File: src/rtl/lane_cfg_pkg.sv
// Constants, types and register map of the extra-lane enable block
package lane_cfg_pkg;

    localparam int ADDR_W = 12;
    localparam int DATA_W = 32;
    localparam int IDX_W  = 10;
    localparam int LANES  = 8;
    localparam int TEST_W = 4;

    // Register indices; byte address is four times the index
    localparam logic [IDX_W-1:0] IDX_CTRL     = 10'h200;
    localparam logic [IDX_W-1:0] IDX_MODE     = 10'h201;
    localparam logic [IDX_W-1:0] IDX_TEST     = 10'h202;
    localparam logic [IDX_W-1:0] IDX_PWDN     = 10'h203;
    localparam logic [IDX_W-1:0] IDX_STAT_A   = 10'h204;
    localparam logic [IDX_W-1:0] IDX_STAT_B   = 10'h205;
    localparam logic [IDX_W-1:0] IDX_STAT_SYS = 10'h206;
    localparam logic [IDX_W-1:0] IDX_EXTRA_A  = 10'h20A;
    localparam logic [IDX_W-1:0] IDX_EXTRA_B  = 10'h20B;

    // Field positions
    localparam int CTRL_MASTER_EN_BIT = 0;
    localparam int EXTRA_SER_BIT      = 0;
    localparam int PWDN_A_BIT         = 0;
    localparam int PWDN_B_BIT         = 1;
    localparam int SYS_ENABLE_BIT     = 0;

    // Reset values
    localparam logic [7:0] EXTRA_RST = 8'h00;
    localparam logic [7:0] CTRL_RST  = 8'h00;
    localparam logic [7:0] MODE_RST  = 8'h00;
    localparam logic [7:0] PWDN_RST  = 8'h00;
    localparam logic [TEST_W-1:0] TEST_RST = 4'h0;

    // Test pattern codes
    localparam logic [TEST_W-1:0] TEST_NONE_A     = 4'h0;
    localparam logic [TEST_W-1:0] TEST_NONE_B     = 4'h5;
    localparam logic [TEST_W-1:0] TEST_OCTET_RAMP = 4'h4;

    typedef enum logic [1:0] {
        ST_IDLE = 2'b01,
        ST_RESP = 2'b10
    } apb_state_t;

    typedef struct packed {
        logic [7:0]        extra;
        logic [LANES-1:0]  mode_lanes;
        logic [TEST_W-1:0] test_sel;
        logic              link_down;
        logic              run;
    } link_cfg_t;

    typedef struct packed {
        logic [LANES-1:0]  clock_enable;
        logic [LANES-1:0]  serializer_enable;
        logic [LANES-1:0]  ramp_lanes;
        logic [TEST_W-1:0] extra_pattern;
    } link_out_t;

endpackage

File: src/rtl/lane_gate.sv
// Per-link lane clock, serializer and pattern gating
`timescale 1ns/100ps
module lane_gate
    import lane_cfg_pkg::*;
(
    input  lane_cfg_pkg::link_cfg_t cfg,
    output lane_cfg_pkg::link_out_t result
);
    import lane_cfg_pkg::*;

    logic [LANES-1:0] clk_req;
    logic [LANES-1:0] ser_req;
    logic [LANES-1:0] ser_chain;
    logic [LANES-1:0] only_extra;
    logic             ramp_case;
    logic             live;

    // Power-down wins over every extra-lane bit
    assign live = cfg.run & ~cfg.link_down;

    assign clk_req[0] = cfg.mode_lanes[0];
    assign ser_req[0] = cfg.mode_lanes[0];
    assign ser_chain[0] = ser_req[0] & live;

    genvar n;
    generate
        for (n = 1; n < LANES; n++) begin : g_lane
            assign clk_req[n] = cfg.mode_lanes[n] | cfg.extra[n];
            // Extra serializers follow the serializer-enable bit
            assign ser_req[n] = cfg.mode_lanes[n]
                              | (cfg.extra[n] & cfg.extra[EXTRA_SER_BIT]);
            // A serializer stays off unless every lower lane's serializer is on
            assign ser_chain[n] = ser_req[n] & ser_chain[n-1] & live;
        end
    endgenerate

    assign only_extra = cfg.extra & ~cfg.mode_lanes & ~{{(LANES-1){1'b0}}, 1'b1};
    assign ramp_case  = (cfg.test_sel == TEST_NONE_A) | (cfg.test_sel == TEST_NONE_B);

    assign result.clock_enable      = live ? clk_req : '0;
    assign result.serializer_enable = ser_chain;
    assign result.ramp_lanes        = ramp_case ? (only_extra & ser_chain) : '0;
    // Other lanes keep the selected rate and pattern
    assign result.extra_pattern     = ramp_case ? TEST_OCTET_RAMP : cfg.test_sel;

endmodule // lane_gate

File: src/rtl/apb_access.sv
// APB handshake, index decode and access checking
`timescale 1ns/100ps
module apb_access
    import lane_cfg_pkg::*;
(
    input  wire logic                     clk,
    input  wire logic                     arst_n,
    input  wire logic                     psel,
    input  wire logic                     penable,
    input  wire logic                     pwrite,
    input  wire logic [ADDR_W-1:0]        paddr,
    input  wire logic [3:0]               pstrb,
    input  wire logic                     write_locked,
    output logic                          pready,
    output logic                          pslverr,
    output logic                          read_take,
    output logic                          write_take,
    output logic [lane_cfg_pkg::IDX_W-1:0] index
);
    import lane_cfg_pkg::*;

    apb_state_t state;
    logic       setup;
    logic       bad;

    function automatic logic index_known(input logic [IDX_W-1:0] i);
        index_known = (i == IDX_CTRL) | (i == IDX_MODE) | (i == IDX_TEST)
                    | (i == IDX_PWDN) | (i == IDX_STAT_A) | (i == IDX_STAT_B)
                    | (i == IDX_STAT_SYS) | (i == IDX_EXTRA_A) | (i == IDX_EXTRA_B);
    endfunction

    function automatic logic index_writable(input logic [IDX_W-1:0] i);
        index_writable = index_known(i) & (i != IDX_STAT_A) & (i != IDX_STAT_B)
                       & (i != IDX_STAT_SYS);
    endfunction

    assign index = paddr[ADDR_W-1:2];
    assign setup = (state == ST_IDLE) & psel & ~penable;

    // Extra-lane writes are refused while the interface master enable is set
    always_comb begin
        bad = (paddr[1:0] != 2'b00) | ~index_known(index);
        if (pwrite) begin
            bad = bad | ~index_writable(index);
            if ((index == IDX_EXTRA_A) | (index == IDX_EXTRA_B)) begin
                bad = bad | write_locked;
            end
        end
    end

    assign read_take  = setup & ~pwrite & ~bad;
    assign write_take = (state == ST_RESP) & psel & penable & pwrite & ~pslverr & pstrb[0];

    always_ff @(posedge clk or negedge arst_n) begin
        if (!arst_n) begin
            state <= ST_IDLE;
        end else begin
            case (state)
                ST_IDLE: state <= setup ? ST_RESP : ST_IDLE;
                ST_RESP: state <= ST_IDLE;
                default: state <= ST_IDLE;
            endcase
        end
    end

    always_ff @(posedge clk or negedge arst_n) begin
        if (!arst_n) begin
            pready  <= 1'b0;
            pslverr <= 1'b0;
        end else begin
            pready  <= setup;
            pslverr <= setup & bad;
        end
    end

endmodule // apb_access

File: src/rtl/extra_lane_enable_ctrl.sv
// Extra-lane enable register bank and lane gating for links A and B
//
// Register access over APB was left to the implementer.
`timescale 1ns/100ps
module extra_lane_enable_ctrl
    import lane_cfg_pkg::*;
(
    input  wire logic                             clk,
    input  wire logic                             arst_n,
    input  wire logic                             psel,
    input  wire logic                             penable,
    input  wire logic                             pwrite,
    input  wire logic [lane_cfg_pkg::ADDR_W-1:0]  paddr,
    input  wire logic [lane_cfg_pkg::DATA_W-1:0]  pwdata,
    input  wire logic [3:0]                       pstrb,
    output logic                                  pready,
    output logic [lane_cfg_pkg::DATA_W-1:0]       prdata,
    output logic                                  pslverr,
    input  wire logic [lane_cfg_pkg::LANES-1:0]   mode_lanes_a,
    input  wire logic [lane_cfg_pkg::LANES-1:0]   mode_lanes_b,
    output logic                                  interface_master_enable,
    output logic [7:0]                            interface_mode_select,
    output logic [lane_cfg_pkg::TEST_W-1:0]       test_pattern_select,
    output logic [1:0]                            channel_power_down,
    output logic                                  subsystem_enable,
    output lane_cfg_pkg::link_out_t               lanes_a,
    output lane_cfg_pkg::link_out_t               lanes_b
);
    import lane_cfg_pkg::*;

    logic [7:0]       extra_lane_enable_link_a;
    logic [7:0]       extra_lane_enable_link_b;
    logic             read_take;
    logic             write_take;
    logic [IDX_W-1:0] index;
    logic [7:0]       wbyte;
    logic [7:0]       next_rdata;
    logic             next_subsystem;
    link_cfg_t        cfg_a;
    link_cfg_t        cfg_b;
    link_out_t        next_lanes_a;
    link_out_t        next_lanes_b;

    assign wbyte = pwdata[7:0];

    apb_access u_access (
        .clk          (clk),
        .arst_n       (arst_n),
        .psel         (psel),
        .penable      (penable),
        .pwrite       (pwrite),
        .paddr        (paddr),
        .pstrb        (pstrb),
        .write_locked (interface_master_enable),
        .pready       (pready),
        .pslverr      (pslverr),
        .read_take    (read_take),
        .write_take   (write_take),
        .index        (index)
    );

    // Master enable register
    always_ff @(posedge clk or negedge arst_n) begin
        if (!arst_n) begin
            interface_master_enable <= CTRL_RST[CTRL_MASTER_EN_BIT];
        end else if (write_take && index == IDX_CTRL) begin
            interface_master_enable <= wbyte[CTRL_MASTER_EN_BIT];
        end
    end

    // Interface mode register
    always_ff @(posedge clk or negedge arst_n) begin
        if (!arst_n) begin
            interface_mode_select <= MODE_RST;
        end else if (write_take && index == IDX_MODE) begin
            interface_mode_select <= wbyte;
        end
    end

    // Test pattern register
    always_ff @(posedge clk or negedge arst_n) begin
        if (!arst_n) begin
            test_pattern_select <= TEST_RST;
        end else if (write_take && index == IDX_TEST) begin
            test_pattern_select <= wbyte[TEST_W-1:0];
        end
    end

    // Channel power-down register
    always_ff @(posedge clk or negedge arst_n) begin
        if (!arst_n) begin
            channel_power_down <= PWDN_RST[1:0];
        end else if (write_take && index == IDX_PWDN) begin
            channel_power_down <= wbyte[1:0];
        end
    end

    // Extra-lane register, link A
    always_ff @(posedge clk or negedge arst_n) begin
        if (!arst_n) begin
            extra_lane_enable_link_a <= EXTRA_RST;
        end else if (write_take && index == IDX_EXTRA_A) begin
            extra_lane_enable_link_a <= wbyte;
        end
    end

    // Extra-lane register, link B
    always_ff @(posedge clk or negedge arst_n) begin
        if (!arst_n) begin
            extra_lane_enable_link_b <= EXTRA_RST;
        end else if (write_take && index == IDX_EXTRA_B) begin
            extra_lane_enable_link_b <= wbyte;
        end
    end

    // Whole subsystem sleeps when both channels are down
    assign next_subsystem = ~(channel_power_down[PWDN_A_BIT]
                            & channel_power_down[PWDN_B_BIT]);

    // Lanes only run once the interface is enabled
    always_comb begin
        cfg_a.extra      = extra_lane_enable_link_a;
        cfg_a.mode_lanes = mode_lanes_a;
        cfg_a.test_sel   = test_pattern_select;
        cfg_a.link_down  = channel_power_down[PWDN_A_BIT];
        cfg_a.run        = interface_master_enable & next_subsystem;
        cfg_b.extra      = extra_lane_enable_link_b;
        cfg_b.mode_lanes = mode_lanes_b;
        cfg_b.test_sel   = test_pattern_select;
        cfg_b.link_down  = channel_power_down[PWDN_B_BIT];
        cfg_b.run        = interface_master_enable & next_subsystem;
    end

    lane_gate u_gate_a (
        .cfg    (cfg_a),
        .result (next_lanes_a)
    );

    lane_gate u_gate_b (
        .cfg    (cfg_b),
        .result (next_lanes_b)
    );

    // Registered so lane controls never glitch on decode
    always_ff @(posedge clk or negedge arst_n) begin
        if (!arst_n) begin
            lanes_a          <= '0;
            lanes_b          <= '0;
            subsystem_enable <= 1'b0;
        end else begin
            lanes_a          <= next_lanes_a;
            lanes_b          <= next_lanes_b;
            subsystem_enable <= next_subsystem;
        end
    end

    // Status reads show the registered lane state
    always_comb begin
        next_rdata = 8'h00;
        case (index)
            IDX_CTRL:     next_rdata[CTRL_MASTER_EN_BIT] = interface_master_enable;
            IDX_MODE:     next_rdata = interface_mode_select;
            IDX_TEST:     next_rdata[TEST_W-1:0] = test_pattern_select;
            IDX_PWDN:     next_rdata[1:0] = channel_power_down;
            IDX_STAT_A:   next_rdata = lanes_a.serializer_enable;
            IDX_STAT_B:   next_rdata = lanes_b.serializer_enable;
            IDX_STAT_SYS: next_rdata[SYS_ENABLE_BIT] = subsystem_enable;
            IDX_EXTRA_A:  next_rdata = extra_lane_enable_link_a;
            IDX_EXTRA_B:  next_rdata = extra_lane_enable_link_b;
            default:      next_rdata = 8'h00;
        endcase
    end

    // Read data held until the setup of the next access; errors read zero
    always_ff @(posedge clk or negedge arst_n) begin
        if (!arst_n) begin
            prdata <= '0;
        end else if (read_take) begin
            prdata <= {24'h000000, next_rdata};
        end else if (psel && !penable) begin
            prdata <= '0;
        end
    end

endmodule // extra_lane_enable_ctrl

File: config.mk
export PLATFORM = sky130hd
export DESIGN_NAME = extra_lane_enable_ctrl
export DESIGN_NICKNAME = d
export VERILOG_FILES = /design/src/rtl/lane_cfg_pkg.sv /design/src/rtl/lane_gate.sv /design/src/rtl/apb_access.sv /design/src/rtl/extra_lane_enable_ctrl.sv
export SDC_FILE = /design/constraint.sdc
export NUM_CORES = 1
export LEC_CHECK = 0
export BUFFER_PORTS_ARGS = -buffer_cell sky130_fd_sc_hd__buf_2
export CELL_PAD_IN_SITES_DETAIL_PLACEMENT = 1
export CELL_PAD_IN_SITES_GLOBAL_PLACEMENT = 2
export CORE_MARGIN = 2
export CORE_UTILIZATION = 31
export CTS_CLUSTER_SIZE = 25
export DETAILED_ROUTE_END_ITERATION = 12
export PLACE_DENSITY = 0.81
export SYNTH_ARGS = -nofsm -noshare
export SYNTH_HDL_FRONTEND = slang
export SYNTH_SLANG_ARGS = --single-unit
export TNS_END_PERCENT = 5
File: constraint.sdc
create_clock -name clk -period 4.5 [get_ports clk]
set_clock_uncertainty 0.1 [all_clocks]
set_input_delay 0.675 -clock clk [delete_from_list [all_inputs] [get_ports clk]]
set_output_delay 0.675 -clock clk [all_outputs]
set_load 0.1 [all_outputs]
==> results.toml <==
[placement]
portBuffers = 121
place_ws_ps = 1570
hpwlAfterDp_um = 9060
place_congestion = 0.812

[floorplan]
fp.dieW_um = 121
die_y_um = 121
core_um2 = 13300
rows = 42
io_pins = 175
start_util = 0.319
die-area_um2 = 14600

[global_routing]
grtUsageTotal = 0.167
antenna_found_initial = 0
grt_pass1_vias = 3278
grt-ovfl-total = 0
use_met2 = 0.273
use_met1 = 0.220
grt_start_max_net_pins = 59
met3_usage = 0.0418
grt_pass1_wl_um = 18400
grt-busiest-layer = "met2"

[detailed_routing]
vias_per_cell = 4.72
wire_per_inst_um = 18.1
via_count = 3103
drt_first_pass_iters = 4
drt-initial-drc-count = 103
ant_nets = 0
drc = 0
routed_wl_um = 11900

[synthesis]
ys_seq_area_frac = 0.543
synthDistinctLibCells = 49
synth_edf_count = 0
syn_avg_cell_area_um2 = 11.3
synthArstFlopShare = 1.00
ys.warnings.count = 0
ys.flop_type = "dfrtp_1"
synth_most_common_cell = "dfrtp_1"
synth_top_area_cell = "dfrtp_1"
yosysTopAreaCellShare = 0.537
synth_area_leaders = "dfrtp_1 54%, mux2_2 8.2%, buf_4 6.7%"
syn-cell-area_um2 = 4240
yosys-top-cells-count = "91 x dfrtp_1, 41 x nor2_1, 38 x buf_4"
synthCells = 375
synth_seq_cells = 92

[final_layout]
drive_gt1_frac = 0.373
nets = 549
multi_input_comb_area_um2 = 1650
final_util = 0.385
syn_to_final_growth_pct = 20.7
seq_area_um2 = 2300
diodes = 0
n_fill_cell = 1535

[sta]
final-hold-violation-count = 0
fin_crit_sh = 0.592
rsz0062_at_grt = "no"
setup_viol = 0
relSlewSlack = 0.467
timing.fmax_mhz = 375
tns_ps = 0
finalMaxSlewViolations = 0
layout_setup_ws_ps = 1840
fin_crit_ps = 2660
tightest_slew_ps = 789

[clock_network]
clockRootBuffer = "clkbuf_16"
cts_buffer_depth = 2
cts_hold_buffers = 0
cts_setup_buffers = 0
path_clk_slew_ps = 60
clkLatencyLatePin_ps = 340
ctsResizeCount = 0
cts_tree = "done"
cts_buffers = 9
htreeDepth = 3
clock_sinks = 92

[worst_setup_path]
startpoint = "paddr[2]"
worstSetupPathType = "in -> reg"
startpoint_type = "primary input"
max_stage_delay_ps = 720
crit_fanout = 26
critical_path_required_ps = 4630
cp_slowest_cell = "nor4b_1"
timing.rr.start = "interface_master_enable"
arrival_ps = 2790
worstSetupEndpointType = "register"
crit_chain = "buf_2 > nor4b_1 > nand2_1 > mux2_2"

[power]
ir_worst_vdd_uv = 168
pwr_density_cell_nw_per_um2 = 351
p_leak_nw = 2.73

[outcome]
status = "finished clean"

[min_path]
min_path_type = "in -> async"

[job]
max_cap_violations = 0
==> cells in the final DEF (no fill, tap or decap), drive strengths merged, types with 10 or more instances in the layout <==
cell type / netlist / routed
a21oi: 20 / 20
mux2i: 18 / 18
nand2: 17 / 17
clkbuf: 10 / 10
mux2: 31 / 31
nor2: 41 / 41
dfrtp: 91 / 91
buf: 43 / 122
nor4b: 10 / 10
conb: 1 / 26
nand2b: 10 / 10
==> worst max-delay path, delay by kind of cell <==
kind	cells	cell delay (ps)
buffers and inverters	1	470
multiplexers	1	410
AND/OR/NAND/NOR	2	1220
==> routing by layer <==
metal  share of wire  vias up
met2            0.49      104
met5               0        -
met1            0.44     1545
met3           0.065       10
met4           0.012        0
li1                -     1444
==> path summary, 6_finish.rpt <==
path                       depth (start not counted)                       end  slack, ps
min                                                1                lanes_b[0]        300
max                                                4  interface_mode_select[6]       1840
max reg2reg                                        4               lanes_b[11]       2280
min in group clk                                   2                 prdata[3]        370
min reg2reg                                        2                 prdata[3]        370
max in group asynchronous                          2         u_access.state[0]       3040
==> kinds of logic (layout without fill, tap and decap cells) <==
kind of cell	count (synthesis)	in the layout	synth area share
simple gates	126	126	0.177
buf+inv	62	144	0.0894
xor+xnor	1	1	0.00206
compound gates	44	44	0.0634
mux	49	49	0.125
other cells	1	26	0.000884
flops	92	92	0.543
==> where the power goes <==
group	internal (mW)	leakage, nW	switching, mW
clock network	0.476	0.144	0.300
registers	0.830	1.27	0.000895
logic	0.0292	1.31	0.159
==> area by class of cell <==
class	count	area share
clock buffers	10	0.0447
clock inverters	3	0.0127
inverters	9	0.00660
multi-input cells	246	0.323
flip-flops and latches	92	0.450
well taps	176	0.0430
repair buffers	122	0.120
==> flip-flops by register name, summed over array words and instances (netlist names) <==
register and cells:
subsystem_enable 1, interface_mode_select 8, lanes_b 26, interface_master_enable 1, u_access.state 2, lanes_a 22, extra_lane_enable_link_a 8, test_pattern_select 4
extra_lane_enable_link_b 8, channel_power_down 2, u_access.pslverr 1, prdata 8, u_access.pready 1
==> per-stage QoR <==
step / hold WS, ps / power [mW] / cells / instance area (um2)
after floorplan: 279 / 1.00 / 400 / 4340
after global placement: 363 / 1.03 / 645 / 4830
after detailed placement: 372 / 1.04 / 645 / 4830
after CTS: 322 / 1.82 / 658 / 5120
after global routing: 344 / 1.86 / 658 / 5120
final: 298 / 1.80 / 658 / 5120
(Power assumes the default switching activity.)
